## src/hdl/rcr_defines.svh

```systemverilog
// Constants of the RAM control and refresh block.
// Assumes a 100 MHz processor clock; included by package and control module.
`ifndef RCR_DEFINES_SVH
`define RCR_DEFINES_SVH
`define RCR_CLK_PERIOD_NS 10
`define RCR_RAS_OFF_NS 100
// More than the off time: one whole cycle beyond the quotient
`define RCR_RAS_OFF_CYC ((`RCR_RAS_OFF_NS / `RCR_CLK_PERIOD_NS) + 1)
`define RCR_DATA_CYC 4'h3
`define RCR_PRECH_CYC 4'h2
`define RCR_CBR_CYC 4'h2
`define RCR_ILD_NONE 2'h0
`define RCR_ILD_ONE 2'h1
`define RCR_ILD_TWO 2'h2
`define RCR_ILD_THREE 2'h3
`define RCR_OFFSET_RST 4'h0
`define RCR_FLAG_RST 1'b0
`endif

```

## src/hdl/rcr_pkg.sv

```systemverilog
// Types of the RAM control and refresh block.
// Assumes the constants header sits beside it.
`include "rcr_defines.svh"
package rcr_pkg;
  typedef enum logic [3:0] {
    ST_IDLE = 4'h0, ST_P_ROW = 4'h1, ST_P_COL = 4'h3, ST_PRECH = 4'h2,
    ST_CBR_CAS = 4'h6, ST_CBR_RAS = 4'h7, ST_T_ROW = 4'h5,
    ST_T_COL = 4'h4, ST_T_RASOFF = 4'hC, ST_T_RASON = 4'hD,
    ST_T_LOAD = 4'hF, ST_T_END = 4'hE
  } rcr_state_t;
  typedef enum logic [2:0] {
    SEL_P_ROW = 3'h0, SEL_P_COL = 3'h1, SEL_T_ROW = 3'h2,
    SEL_T_COL = 3'h3, SEL_L_ROW = 3'h4
  } rcr_sel_t;
  typedef struct packed {
    rcr_state_t st;
    logic [3:0] cnt;
    logic flag;
    logic flag_out_n;
    logic [3:0] offset;
    logic [7:0] row_ld;
    rcr_sel_t sel;
    logic casen_v;
    logic casen_d;
    logic ras_d_n;
    logic ras_v_n;
    logic cas_d_n;
    logic cas_v_n;
    logic vwe_n;
    logic voe_n;
    logic doe_n;
    logic dwe_n;
    logic rfsh_all_n;
    logic hold;
    logic [7:0] addr;
    logic addr8;
    logic vbank;
  } rcr_state_s_t;
endpackage

```

## src/hdl/rcr_addr_mux.sv

```systemverilog
// One four-line slice of the row/column address multiplexer.
// Assumes the select code is settled with the strobes it serves.
`timescale 1ns/1ps
module rcr_addr_mux #(
  parameter int W = 4
) (
  input wire rcr_pkg::rcr_sel_t sel,
  input wire logic [W-1:0] p_row,
  input wire logic [W-1:0] p_col,
  input wire logic [W-1:0] t_row,
  input wire logic [W-1:0] t_col,
  input wire logic [W-1:0] l_row,
  output logic [W-1:0] out
);
  import rcr_pkg::*;
  always_comb begin
    case (sel)
      SEL_P_ROW: out = p_row;
      SEL_P_COL: out = p_col;
      SEL_T_ROW: out = t_row;
      SEL_T_COL: out = t_col;
      SEL_L_ROW: out = l_row;
      default: out = '0;
    endcase
  end
endmodule

```

## src/hdl/rcr_ram_control.sv

```systemverilog
// RAM sequencer, strobe generation, refresh and timing-table offset.
// Assumes processor strobes and selects are synchronous to SYS_CLK and
// held until the cycle ends; HOLDA stays high through a table cycle.
`timescale 1ns/1ps
`include "rcr_defines.svh"
// Summary of operation
// - Serve processor cycles and hold-acknowledged timing-table cycles.
// - Processor reads and writes base DRAM, optional DRAM and VRAM.
// - Table cycle: plain DRAM entry read or VRAM load one to three.
// - Three-bit select code steers the address multiplexers.
// - Separate VRAM and DRAM column-strobe enables.
// - Independent row strobes for DRAM and VRAM.
// - Column strobes plus active-low VRAM write and output enables.
// - Active-low DRAM output and write enables.
// - Ninth address line carries bit 17 on row, 18 on column.
// - Four-bit counter gives the table entry offset.
// - Eight address lines from two four-line multiplexer slices.
// - Refresh flag set or cleared by one I/O write, then held.
// - Flag set blocks hold request, so no table cycles.
// - Refresh-all is the flag gated by the processor read.
// - Refresh-all on a non-memory cycle does CAS-before-RAS refresh.
// - Table cycle keeps CAS and OE, drops DRAM RAS over 100 ns.
// - Table cycles without a load also refresh VRAM CAS-before-RAS.
// - VRAM up to 2048 pixels, 4096 with the second bank.
// - Both selects together mean the optional DRAM.
// - Load code picks row: keep seven or six bits, fill low bits.
module rcr_ram_control (
  input wire logic SYS_CLK,
  input wire logic RESETN,
  input wire logic [18:0] CPU_ADDR,
  input wire logic CPU_RD,
  input wire logic CPU_WR,
  input wire logic DRAM_SELECT,
  input wire logic VRAM_SELECT,
  input wire logic VRAM_4K_MODE,
  input wire logic FLAG_WR,
  input wire logic FLAG_DATA,
  input wire logic HOLD_REQ_IN,
  input wire logic HOLDA,
  input wire logic [15:0] TABLE_BASE,
  input wire logic INTERLOAD_CODE_BIT0,
  input wire logic INTERLOAD_CODE_BIT1,
  input wire logic ROW_LOAD_WR,
  input wire logic [7:0] ROW_LOAD_ADDR,
  input wire logic INTLD_DONE,
  output logic [2:0] ADDR_SELECT,
  output logic VRAM_COLSTROBE_ENABLE,
  output logic DRAM_COLSTROBE_ENABLE,
  output logic DRAM_ROWSTROBE_N,
  output logic VRAM_ROWSTROBE_N,
  output logic DRAM_COLSTROBE_N,
  output logic VRAM_COLSTROBE_N,
  output logic VRAM_WRITE_ENABLE_N,
  output logic VRAM_OUTPUT_ENABLE_N,
  output logic DRAM_OUTPUT_ENABLE_N,
  output logic DRAM_WRITE_ENABLE_N,
  output logic REFRESH_MODE_FLAG_N,
  output logic REFRESH_ALL_N,
  output logic HOLD,
  output logic [7:0] MEM_ADDR_LINES,
  output logic MEM_ADDR_NINTH_LINE,
  output logic VRAM_BANK,
  output logic [3:0] TABLE_OFFSET
);
  import rcr_pkg::*;

  rcr_state_s_t s_q;
  rcr_state_s_t s_d;
  logic [1:0] ild_code;
  logic mem_cyc;
  logic dram_cyc;
  logic [7:0] load_row;
  logic [7:0] mux_out;
  rcr_sel_t sel_nx;
  logic [3:0] ras_hi_cnt_q;

  // Row of an intermediate load from the last channel-1 row
  function automatic logic [7:0] ld_row(input logic [1:0] code,
                                        input logic [7:0] row);
    logic [7:0] r;
    r = row;
    case (code)
      `RCR_ILD_ONE: r = {row[7:1], 1'b1};
      `RCR_ILD_TWO: r = {row[7:2], 2'b10};
      `RCR_ILD_THREE: r = {row[7:2], 2'b11};
      default: r = row;
    endcase
    return r;
  endfunction

  // Release every memory strobe
  function automatic rcr_state_s_t idle_pins(input rcr_state_s_t s);
    rcr_state_s_t r;
    r = s;
    r.casen_v = 1'b0;
    r.casen_d = 1'b0;
    r.ras_d_n = 1'b1;
    r.ras_v_n = 1'b1;
    r.cas_d_n = 1'b1;
    r.cas_v_n = 1'b1;
    r.vwe_n = 1'b1;
    r.voe_n = 1'b1;
    r.doe_n = 1'b1;
    r.dwe_n = 1'b1;
    return r;
  endfunction

  assign ild_code = {INTERLOAD_CODE_BIT1, INTERLOAD_CODE_BIT0};
  assign mem_cyc = DRAM_SELECT | VRAM_SELECT;
  assign dram_cyc = DRAM_SELECT;
  assign load_row = ld_row(ild_code, s_q.row_ld);
  assign sel_nx = s_d.sel;

  rcr_addr_mux #(.W(4)) u_mux_lo (
    .sel(sel_nx),
    .p_row(CPU_ADDR[4:1]),
    .p_col(CPU_ADDR[12:9]),
    .t_row(s_d.offset),
    .t_col(TABLE_BASE[11:8]),
    .l_row(load_row[3:0]),
    .out(mux_out[3:0])
  );
  rcr_addr_mux #(.W(4)) u_mux_hi (
    .sel(sel_nx),
    .p_row(CPU_ADDR[8:5]),
    .p_col(CPU_ADDR[16:13]),
    .t_row(TABLE_BASE[7:4]),
    .t_col(TABLE_BASE[15:12]),
    .l_row(load_row[7:4]),
    .out(mux_out[7:4])
  );

  always_comb begin
    s_d = s_q;
    if (FLAG_WR) begin
      s_d.flag = FLAG_DATA;
    end
    if (ROW_LOAD_WR) begin
      s_d.row_ld = ROW_LOAD_ADDR;
    end
    s_d.hold = HOLD_REQ_IN & ~s_q.flag;
    s_d.rfsh_all_n = ~(s_q.flag & CPU_RD);
    s_d.cnt = s_q.cnt + 4'h1;
    case (s_q.st)
      ST_IDLE: begin
        s_d = idle_pins(s_d);
        s_d.cnt = 4'h0;
        if (HOLDA) begin
          s_d.st = ST_T_ROW;
          s_d.sel = SEL_T_ROW;
          s_d.ras_d_n = 1'b0;
          if (ild_code == `RCR_ILD_NONE) begin
            s_d.casen_v = 1'b1;
            s_d.cas_v_n = 1'b0;
          end
        end else if ((CPU_RD | CPU_WR) & mem_cyc) begin
          s_d.st = ST_P_ROW;
          s_d.sel = SEL_P_ROW;
          s_d.ras_d_n = ~dram_cyc;
          s_d.ras_v_n = dram_cyc;
          s_d.vbank = VRAM_4K_MODE & ~dram_cyc & CPU_ADDR[17];
        end else if (s_q.flag & CPU_RD) begin
          s_d.st = ST_CBR_CAS;
          s_d.casen_d = 1'b1;
          s_d.casen_v = 1'b1;
          s_d.cas_d_n = 1'b0;
          s_d.cas_v_n = 1'b0;
        end
      end
      ST_P_ROW: begin
        s_d.st = ST_P_COL;
        s_d.sel = SEL_P_COL;
        s_d.casen_d = dram_cyc;
        s_d.casen_v = ~dram_cyc;
        s_d.cas_d_n = ~dram_cyc;
        s_d.cas_v_n = dram_cyc;
        s_d.dwe_n = ~(dram_cyc & CPU_WR);
        s_d.doe_n = ~(dram_cyc & CPU_RD);
        s_d.vwe_n = ~(~dram_cyc & CPU_WR);
        s_d.voe_n = ~(~dram_cyc & CPU_RD);
      end
      ST_P_COL: begin
        if (!(CPU_RD | CPU_WR)) begin
          s_d = idle_pins(s_d);
          s_d.st = ST_PRECH;
          s_d.cnt = 4'h0;
        end
      end
      ST_CBR_CAS: begin
        if (s_q.cnt == `RCR_CBR_CYC) begin
          s_d.st = ST_CBR_RAS;
          s_d.ras_d_n = 1'b0;
          s_d.ras_v_n = 1'b0;
        end
      end
      ST_CBR_RAS: begin
        // One refresh per read: wait for the read to end
        if (!CPU_RD) begin
          s_d = idle_pins(s_d);
          s_d.st = ST_PRECH;
          s_d.cnt = 4'h0;
        end
      end
      ST_T_ROW: begin
        s_d.st = ST_T_COL;
        s_d.sel = SEL_T_COL;
        s_d.casen_d = 1'b1;
        s_d.cas_d_n = 1'b0;
        s_d.doe_n = 1'b0;
        s_d.cnt = 4'h0;
        if (ild_code == `RCR_ILD_NONE) begin
          s_d.ras_v_n = 1'b0;
        end
      end
      ST_T_COL: begin
        if (s_q.cnt == `RCR_DATA_CYC) begin
          s_d.st = ST_T_RASOFF;
          s_d.ras_d_n = 1'b1;
          s_d.cnt = 4'h1;
        end
      end
      ST_T_RASOFF: begin
        if (s_q.cnt == 4'(`RCR_RAS_OFF_CYC)) begin
          s_d.st = ST_T_RASON;
          s_d.ras_d_n = 1'b0;
          s_d.cnt = 4'h0;
        end
      end
      ST_T_RASON: begin
        if (s_q.cnt == `RCR_DATA_CYC) begin
          s_d = idle_pins(s_d);
          s_d.cnt = 4'h0;
          if (ild_code == `RCR_ILD_NONE) begin
            s_d.st = ST_T_END;
          end else begin
            s_d.st = ST_T_LOAD;
            s_d.sel = SEL_L_ROW;
            s_d.voe_n = 1'b0;
          end
        end
      end
      ST_T_LOAD: begin
        // Transfer needs OE low before RAS falls
        s_d.ras_v_n = 1'b0;
        if (INTLD_DONE & ~s_q.ras_v_n) begin
          s_d = idle_pins(s_d);
          s_d.st = ST_T_END;
        end
      end
      ST_T_END: begin
        s_d.offset = s_q.offset + 4'h1;
        s_d.st = ST_PRECH;
        s_d.cnt = 4'h0;
      end
      ST_PRECH: begin
        if (s_q.cnt == `RCR_PRECH_CYC) begin
          s_d.st = ST_IDLE;
        end
      end
      default: begin
        s_d = idle_pins(s_d);
        s_d.st = ST_IDLE;
      end
    endcase
    // Registered copy so the flag pin comes straight from a flip-flop
    s_d.flag_out_n = ~s_d.flag;
    s_d.addr8 = (s_d.sel == SEL_P_ROW) ? CPU_ADDR[17] :
                (s_d.sel == SEL_P_COL) ? CPU_ADDR[18] : 1'b0;
  end

  always_ff @(posedge SYS_CLK) begin
    if (!RESETN) begin
      s_q <= idle_pins('0);
      s_q.st <= ST_IDLE;
      s_q.sel <= SEL_P_ROW;
      s_q.flag <= `RCR_FLAG_RST;
      s_q.offset <= `RCR_OFFSET_RST;
      s_q.rfsh_all_n <= 1'b1;
      s_q.flag_out_n <= 1'b1;
    end else begin
      s_q <= s_d;
      // Mux output taken here; feeding it back into s_d would loop
      s_q.addr <= mux_out;
    end
  end

  assign ADDR_SELECT = s_q.sel;
  assign VRAM_COLSTROBE_ENABLE = s_q.casen_v;
  assign DRAM_COLSTROBE_ENABLE = s_q.casen_d;
  assign DRAM_ROWSTROBE_N = s_q.ras_d_n;
  assign VRAM_ROWSTROBE_N = s_q.ras_v_n;
  assign DRAM_COLSTROBE_N = s_q.cas_d_n;
  assign VRAM_COLSTROBE_N = s_q.cas_v_n;
  assign VRAM_WRITE_ENABLE_N = s_q.vwe_n;
  assign VRAM_OUTPUT_ENABLE_N = s_q.voe_n;
  assign DRAM_OUTPUT_ENABLE_N = s_q.doe_n;
  assign DRAM_WRITE_ENABLE_N = s_q.dwe_n;
  assign REFRESH_MODE_FLAG_N = s_q.flag_out_n;
  assign REFRESH_ALL_N = s_q.rfsh_all_n;
  assign HOLD = s_q.hold;
  assign MEM_ADDR_LINES = s_q.addr;
  assign MEM_ADDR_NINTH_LINE = s_q.addr8;
  assign VRAM_BANK = s_q.vbank;
  assign TABLE_OFFSET = s_q.offset;

  // Helper: DRAM RAS high cycles inside a table cycle
  always_ff @(posedge SYS_CLK) begin
    if (!RESETN) begin
      ras_hi_cnt_q <= 4'h0;
    end else if (s_q.st == ST_T_RASOFF) begin
      ras_hi_cnt_q <= ras_hi_cnt_q + 4'h1;
    end else begin
      ras_hi_cnt_q <= 4'h0;
    end
  end
endmodule

```

## config.mk

```make
export PLATFORM = sky130hd
export DESIGN_NAME = rcr_ram_control
export DESIGN_NICKNAME = d
export VERILOG_FILES = /design/src/hdl/rcr_pkg.sv /design/src/hdl/rcr_addr_mux.sv /design/src/hdl/rcr_ram_control.sv
export VERILOG_INCLUDE_DIRS = /design/src /design/src/hdl
export SDC_FILE = /design/constraint.sdc
export NUM_CORES = 1
export LEC_CHECK = 0
export ABC_AREA = 1
export BUFFER_PORTS_ARGS = -buffer_cell sky130_fd_sc_hd__buf_2
export CELL_PAD_IN_SITES_DETAIL_PLACEMENT = 1
export CELL_PAD_IN_SITES_GLOBAL_PLACEMENT = 2
export CORE_MARGIN = 2
export CORE_UTILIZATION = 28
export CTS_BUF_LIST = sky130_fd_sc_hd__clkbuf_2
export DETAILED_ROUTE_END_ITERATION = 7
export HOLD_SLACK_MARGIN = 0.05
export PLACE_DENSITY = 0.84
export SKIP_CTS_REPAIR_TIMING = 1
export SLEW_MARGIN = 0
export SYNTH_ARGS = -nofsm -noshare
export SYNTH_HDL_FRONTEND = slang
export SYNTH_SLANG_ARGS = --single-unit
```

## constraint.sdc

```tcl
create_clock -name SYS_CLK -period 1.9 [get_ports SYS_CLK]
set_clock_uncertainty 0.1 [all_clocks]
set_input_delay 0.38 -clock SYS_CLK [delete_from_list [all_inputs] [get_ports SYS_CLK]]
set_output_delay 0.38 -clock SYS_CLK [all_outputs]
set_load 0.02 [all_outputs]
```

After elaboration in Yosys (flattened, before gate mapping)
Cells that the tools add are included.
Cells by class
  add/subtract/negate cells: 2
  eq/ne operators: 31
  muxes and demuxes: 54
  bitwise operators: 30
  reduce and logical (&&, ||, !) cells: 14
Operators by type and width (count)
  2-to-1 mux 47 bit: 4
  case mux 12 bit (5 select lines): 1
  case mux 4 bit (5 select lines): 3
  case mux 4 bit (12 select lines): 1
  case mux 3 bit (7 select lines): 2
  case mux 8 bit (4 select lines): 1
  case mux 4 bit (7 select lines): 1
  2-to-1 mux 4 bit: 6
  2-to-1 mux 8 bit: 3
  case mux 1 bit (8 select lines): 3
  equality test 4 bit, second input constant: 5
  inequality test 2 bit, second input constant: 9
  NOT 1 bit: 18
  equality test 4 x 2 -> 1 bit, second input constant: 4
  equality test 4 x 3 -> 1 bit, second input constant: 4
  2-to-1 mux 1 bit: 14
  2-to-1 mux 2 bit: 7
  case mux 1 bit (7 select lines): 2
  bitwise AND 1 bit: 10
  AND reduction 5 bit: 2
  OR reduction 5 bit: 2
  case mux 1 bit (9 select lines): 1
  AND reduction 9 bit: 1
  adder 4 x 1 -> 4 bit, second input constant: 2
  other kinds (21): 25
Storage, ports and cells
  register bits after elaboration: 47
  output and inout port bits: 30
  logic and storage cells: 153

Logic depth before layout (Yosys ltp)
Gate-level depths: netlist of run 1.
  word-level depth: 8
  depth in mapped cells: 14

Cells and area by module
Synthesis of run 1 repeated with hierarchy kept, for this count alone.
Unflattened totals
  cell total of the unflattened synthesis: 477
  area total of the unflattened synthesis: 2932.8 µm²
By module, submodules not included
  rcr_ram_control: times used 1, cells each 387, area an instance 2522.4 µm², seq. area each 940.9 µm²
  rcr_addr_mux: times used 2, cells each 45, area an instance 205.2 µm², seq. area each 0.0 µm²

Worst setup path after synthesis of run 1
OpenSTA, ideal clock, no wires.
  path kind: register -> register
  start point: reg s_q[43] (netlist name)
  end point: reg s_q, in the netlist MEM_ADDR_LINES[2]
  library setup time: 0.128 ns
  arrival time: 1.488 ns
  slack: 0.185 ns
  cell stages (with the launch flop): 13
  period minus slack after synthesis: 1.715 ns
  cells stage by stage: dfxtp_1 -> buf_6 -> nor2_4 -> nand2_2 -> nor2_2 -> nand2_2 -> nand2_1 -> o21ai_4 -> buf_2 -> nand4_1 -> nand3_1 -> nor2_1 -> nor2_1
On the way
  cells in the longest elaborated chain, start to end: 4
Ends and longest elaborated chain
  start: declaration: RTL line rcr_ram_control.sv:67  | rcr_state_s_t s_q;
  start signal: assignment: RTL line rcr_ram_control.sv:273  | s_q <= idle_pins('0);
  equality test 4 bit (tied with other cells): RTL line rcr_ram_control.sv:144  | case (s_q.st)
  case mux 3 bit (7 select lines): RTL line rcr_ram_control.sv:144
  equality test 3 bit (tied with other cells): RTL line rcr_addr_mux.sv:17  | case (sel)
  case mux 4 bit (5 select lines) (*): RTL line rcr_addr_mux.sv:17
Every way passes the cells marked *; elsewhere a longest branch is shown, timed or not.
A chain may end at the register's enable or synchronous reset.

Final worst setup path of run 1
  start point: reg s_q[45] (netlist name)
  end point: reg s_q, in the netlist MEM_ADDR_LINES[2]
Same word-level chain as after synthesis.

==> results.env, run 1 <==
OUTCOME='finished, final reports clean'
SYNTH_LARGEST_TYPE_AREA_FRACTION_PCT=33.3
DRV_CAP=0
GRT_START_MAX_NET_PINS=20
TOTALPOWERFINAL_mW=5.42
CTS.CLK_SLEW.WORST_PATHS_NS=0.26
DRTPASS1ITERATIONS=4
SWITCHINGPOWER_mW=2.55
CTS_TREE='built'
CRIT_REQUIRED_NS=2.20
SYN_AREA_UM2=2820
FINALNONFILLERCELLS=706
PERIOD_MINUS_SLACK_NS=1.87
TOP_LAYER='met4'
NUM_IO_PINS=88
ANTENNA_LEFT=0
CORE_AREA_UM2=9770
ROUTE.MET3.WL_UM=424
CTS.HTREE.LEVELS=2
SYNTH-SEQ-CELLS=47
FINAL_MAX_SLEW_VIOLS=0
VIA_COUNT=3264
IRDROPWORSTVDD_mV=0.568
DRC=0
GRT_PASS1_WL_MM=16.5
SYNTHARSTFLOPSHARE_PCT=0
WORSTHOLDPATHTYPE='input port to flop'
SYNTHESIS.NETS=484
P_LEAK_nW=2.07
REGISTER_SHARE_OF_TOTAL_POWER_PCT=25.0
FINALSETUPVIOLCOUNT=0
COMMONEST_REGISTER_CELL_AFTER_SYNTHESIS='dfxtp_1'
WORST_SETUP_PATH_END_KIND='flop'
ANTENNADIODECOUNT=0
SLEW-LIMIT-HEADROOM_PCT=72.5
FINAL_NETS=633
SYNTHSIMPLEGATEAREAFRAC_PCT=39.1
CRITICAL_PATH.STARTPOINT_TYPE='flop'
COMBPWRFRAC_PCT=66.8
GRT.OVERFLOW.TOTAL=0
SYNTHDOMINANTAREACELLTYPE='dfxtp_1'
DIE_AREA_UM2=10900
INITIAL_CORE_UTIL_PCT=28.9
SYNTHTOPCELLSBYAREA='dfxtp_1 (33%), nand2_1 (11%), nor2_1 (8.0%), nand3_1 (6.4%), nand4_1 (5.3%)'
SYNTHTOLAYOUTAREAGROWTH_PCT=45.6
SYNTH.YOSYS.SEQ_AREA_SHARE_PCT=33.3
FINALWEIGHTEDCONGESTION=0.880
P_INT_mW=2.87
WIRELENGTH_MET1_MM=4.84
FP-ROW-COUNT=36
DRT_FIRST_ITER_VIOLATIONS=135
FINALWIRELENGTH_MM=10.2
SYNTH_TOP_FAMILY_BY_AREA='simple AND/OR/NAND/NOR gates'
SYNTHESIS.INSTANCES=423
LAYOUT-DRIVE-GT1-SHARE_PCT=39.8
CTS_ROOT_BUF='clkbuf_2'
DRT-WIRELENGTH-PER-CELL_UM=14.4
CTS.SINKS=47
MAX_SLEW.WORST_PIN.SLEW_NS=0.410
YOSYSWARNINGS=0
FLOORPLAN.DIE.HEIGHT_UM=104
SYNTH-COMPOUND-AREA-SHARE_PCT=12.1
CP_MAX_FO=5
SYNTHXORXNORAREAFRAC_PCT=1.24
REPORT.FINAL.HOLD_VIOL_COUNT=0
FILLERS=1284
TRITONCTS.NUM_BUFFERS=5
DIE_W_UM=104
LAYOUT_COMMON_CELLS='buf_2 (82), nand2_1 (76), buf_4 (72)'
POST_SYNTH_NUM_CELL_TYPES=38
CRITICAL_PATH_CLASS='flop to flop'
CLOCK_INSERTION_DELAY_WORST_SKEW_NS=0.44
POST_SYNTH_EDFFS=0
FINAL_COMMON_CELL='buf_2'
CLOCK_POWER_SHARE_PCT=8.2
POWER.DENSITY_nW_PER_UM2=1320
WORST-ENDPOINT-ARRIVAL_NS=2.17
DETAILROUTE.WIRELENGTH.MET2_MM=4.75
DRT-VIAS-PER-INSTANCE=4.62
GRT_ANTENNA_BEFORE_REPAIR=0
SYNTH.AREA.MUX_SHARE_PCT=0
PERIOD_SHARE_PCT=98.6
SWITCH_SHARE_PCT=47.1
VIA_COUNT_OF_THE_FIRST_GLOBAL_ROUTING_PASS=3289
POST-PLACE-CELLS=684
POST-DP-HPWL_MM=8.09
GRT_USE_TOTAL_PCT=18.5
SYNTH_ADDER_AREA_SHARE_PCT=1.33
CLOCKBUFFERDEPTH=2
IO_BUFFERS=82
RSZ0062_AT_GRT='true'
LAYOUT.CORE_UTILIZATION_PCT=42.0
AVGSYNTHCELLAREA_UM2=6.67
MAX_FREQ_MHz=534
SETUP_TOTAL_NEGATIVE_SLACK_NS=0
## logic make-up after synthesis
logic type	Yosys count
compound gates	60
xor+xnor	4
fa+ha+maj	3
buf+inv	75
flops	47
simple gates	234
## layout make-up
type	count	area (µm²)	share of cell area (%)
Timing Repair Buffer	169	1120	27.4
Tap cell	133	166	4.05
Sequential cell	47	956	23.3
Clock buffer	5	25.0	0.609
Multi-Input combinational cell	301	1630	39.8
Clock inverter	3	17.5	0.426
Inverter	48	185	4.51
## worst paths after layout
path / start / end / slack, ns / cells after the start
setup reg to reg: s_q[45] / MEM_ADDR_LINES[2] / 0.03 / 14
hold / removal: FLAG_DATA / s_q[38] / 0.08 / 3
setup / recovery: s_q[45] / MEM_ADDR_LINES[2] / 0.03 / 14
hold reg to reg: s_q[38] / HOLD / 0.37 / 1
## critical path, stage by stage (launching register included)
cell and delay [ns]:
dfxtp_4 0.41, buf_4 0.14, nor2_4 0.13, nand2_4 0.10
nor2_4 0.10, nand2_2 0.08, nand3_2 0.09, nand2_2 0.07
nand2_4 0.11, nand2_2 0.10, nor2_4 0.17, nand2_1 0.06
nand2_1 0.06, nor2_1 0.04, nor2_1 0.09
## metal layers
layer  up-vias  global-route usage (%)
met5         -                       0
met1      1521                    25.6
met2        59                    29.8
met4         0                    5.31
li1       1674                       -
met3        10                    2.63
## per-stage QoR
stage	worst slack [ns]	hold WS, ns	cell area [µm²]
after global placement	-0.0582	0.336	3790
after global routing	-0.0972	0.0806	4110
final	0.0265	0.0835	4110
after detailed placement	-0.110	0.342	3790
after floorplan	0.185	0.311	2820
after CTS	-0.129	-0.0281	3830
## power groups by stage
stage / Sequential, mW / Clock, mW / Combinational [mW]
3_3_place_gp: 1.36 / 0 / 3.29
3_5_place_dp: 1.36 / 0 / 3.36
2_1_floorplan: 1.43 / 0 / 1.98
4_1_cts: 1.34 / 0.476 / 3.38
6_report: 1.36 / 0.442 / 3.62
5_1_grt: 1.38 / 0.510 / 4.02
## cells in the mapped netlist, types with 2 or more instances
cell type,number
a211oi_1,4
a21oi_1,19
buf_2,4
buf_4,18
clkbuf_1,4
clkinv_1,2
dfxtp_1,47
ha_1,3
inv_1,38
inv_2,6
inv_4,2
nand2_1,84
nand2_2,5
nand2_4,2
nand3_1,36
nand3_2,3
nand3b_1,2
nand4_1,24
nor2_1,60
nor2_2,5
nor2_4,3
nor3_1,5
o21ai_0,29
or2_2,2
xor2_1,3
## sequential cells by signal (all words and copies together), names as in the netlist, 3 cells and up
name / flops
s_q: 17
ADDR_SELECT: 3
MEM_ADDR_LINES: 8
TABLE_OFFSET: 4
No activity file was read; power rests on OpenSTA's default activity.
==> run 2: changes to the inputs <==
- BUFFER_PORTS_ARGS: -buffer_cell sky130_fd_sc_hd__buf_2 -> unset
- CORE_UTILIZATION: 28 -> 34
- DONT_BUFFER_PORTS: unset -> 1
- PLACE_DENSITY: 0.84 -> 0.82
==> results.env, run 2 (synthesized netlist as in run 1, its figures left out) <==
FP-ROW-COUNT=33
CRITICAL_PATH_CLASS='flop to flop'
FINALWEIGHTEDCONGESTION=0.934
COMBPWRFRAC_PCT=62.8
IO_BUFFERS=0
CRITICAL_PATH.STARTPOINT_TYPE='flop'
FINAL_MAX_SLEW_VIOLS=0
CTS.HTREE.LEVELS=2
REPORT.FINAL.HOLD_VIOL_COUNT=0
SETUP_TOTAL_NEGATIVE_SLACK_NS=-0.102
PERIOD_SHARE_PCT=102
STARTPOINT='s_q[45]'
MAX_FREQ_MHz=514
FINAL_COMMON_CELL='nand2_1'
MAX_SLEW.WORST_PIN.SLEW_NS=0.727
POST-DP-HPWL_MM=7.33
PERIOD_MINUS_SLACK_NS=1.94
WORSTHOLDPATHTYPE='input port to flop'
SWITCH_SHARE_PCT=47.8
IRDROPWORSTVDD_mV=0.569
LAYOUT-DRIVE-GT1-SHARE_PCT=32.1
LAYOUT.AREA.SEQ_UM2=966
VIOLATIONS='negative setup slack'
WORSTREG2REGSTART='s_q[45]'
CTS_ROOT_BUF='clkbuf_2'
DIE_AREA_UM2=9050
POST-PLACE-WS_NS=-0.0896
INITIAL_CORE_UTIL_PCT=34.7
DRTPASS1ITERATIONS=4
DRT-WIRELENGTH-PER-CELL_UM=16.3
CLOCK_POWER_SHARE_PCT=8.2
WORST_SETUP_PATH_END_KIND='flop'
SYNTHTOLAYOUTAREAGROWTH_PCT=37.5
RSZ0062_AT_GRT='true'
LAYOUT_COMMON_CELLS='nand2_1 (71), buf_4 (63), nor2_1 (48)'
HOLDWS_NS=0.0434
LAYOUT.CORE_UTILIZATION_PCT=47.7
REGISTER_SHARE_OF_TOTAL_POWER_PCT=29.0
FINAL_NETS=555
SWITCHINGPOWER_mW=2.66
POST-PLACE-CELLS=562
OUTCOME='finished with violations'
TOP_REGISTER='s_q'
FINALSETUPVIOLCOUNT=5
POWER.DENSITY_nW_PER_UM2=1430
TRITONCTS.NUM_BUFFERS=5
VIA_COUNT=3074
MULTIINPUTGATEAREA_UM2=1760
NUM_IO_PINS=88
P_LEAK_nW=1.83
DRT_FIRST_ITER_VIOLATIONS=119
GRT_PASS1_WL_MM=14.7
WORSTHOLDSTART='CPU_ADDR[16]'
VIA_COUNT_OF_THE_FIRST_GLOBAL_ROUTING_PASS=2939
FINALNONFILLERCELLS=600
FILLERS=1042
CTS.CLK_SLEW.WORST_PATHS_NS=0.30
DRC=0
GRT_USE_TOTAL_PCT=21.0
GRT_START_MAX_NET_PINS=26
P_INT_mW=2.90
ANTENNA_LEFT=0
CTS.SINKS=47
CP_MAX_FO=6
CLOCK_INSERTION_DELAY_WORST_SKEW_NS=0.47
NUMBER_OF_FLIP_FLOPS_IN_THE_LARGEST_REGISTER=17
CLOCKBUFFERDEPTH=2
CORE_AREA_UM2=8130
DRV_CAP=0
FINALWIRELENGTH_MM=9.80
DRT-VIAS-PER-INSTANCE=5.12
WORST-ENDPOINT-ARRIVAL_NS=2.20
GRT.OVERFLOW.TOTAL=0
CTS_TREE='built'
CRIT_REQUIRED_NS=2.15
SLEW-LIMIT-HEADROOM_PCT=51.4
ANTENNADIODECOUNT=0
DIE_W_UM=95.1
FINAL.SETUP.WORST_SLACK_NS=-0.0437
FLOORPLAN.DIE.HEIGHT_UM=95.1
GRT_ANTENNA_BEFORE_REPAIR=0
run 2: cell types whose count changed in the layout (fill, tap and decap cells not counted), moves of 5 or more:
cell / previous run / this run
buf_2: 82 / 0
dlygate4sd3_1: 10 / 21
buf_4: 72 / 63
nand3_1: 35 / 29
nor2_1: 54 / 48
nand2_1: 76 / 71
nor2_2: 5 / 10
run 2: critical path, cell delays in order, from the launching register on:
cell and delay, ns:
dfxtp_4 0.44, nor2_4 0.17, nand2_4 0.11, nor2_4 0.15
nand2_4 0.08, nand3_4 0.11, nand2_4 0.07, nand2_8 0.11
nor2_4 0.07, buf_12 0.13, nand3_2 0.06, nand3_2 0.07
nor2_2 0.10, nor2_1 0.05
run 2: area by class of cell:
| class | count | area share (%) |
|---|---|---|
| repair buffers | 91 | 20.4 |
| clock inverters | 2 | 0.322 |
| flip-flops and latches | 47 | 24.9 |
| well taps | 105 | 3.38 |
| clock buffers | 6 | 0.774 |
| multi-input cells | 301 | 45.3 |
| inverters | 48 | 4.96 |
run 2: final timing paths:
path	end	slack, ns	cells past startpoint
worst min register to register	HOLD	0.38	1
worst min-delay path	MEM_ADDR_LINES[7]	0.04	4
worst max-delay path	MEM_ADDR_LINES[2]	-0.04	13
worst max register to register	MEM_ADDR_LINES[2]	-0.04	13
run 2: metrics by stage:
step / cell area (µm²) / total power [mW]
finish: 3880 / 5.56
global route: 3880 / 6.00
CTS: 3300 / 4.87
detailed placement: 3260 / 4.40
global placement: 3260 / 4.34
floorplan: 2820 / 3.41
run 2: layer usage:
layer  vias up  routed length [µm]  GRT usage [%]
li1       1532                   -              -
met3        12                 462           3.72
met1      1464                4580           29.2
met2        66                4630           34.2
met4         0                 121           4.35
met5         -                   0              0
run 2: power by group through the flow:
stage | clock network, mW | logic [mW] | registers, mW
floorplan | 0 | 1.98 | 1.43
global placement | 0 | 2.76 | 1.58
detailed placement | 0 | 2.82 | 1.58
CTS | 0.474 | 2.83 | 1.56
global route | 0.515 | 3.84 | 1.64
finish | 0.456 | 3.49 | 1.61
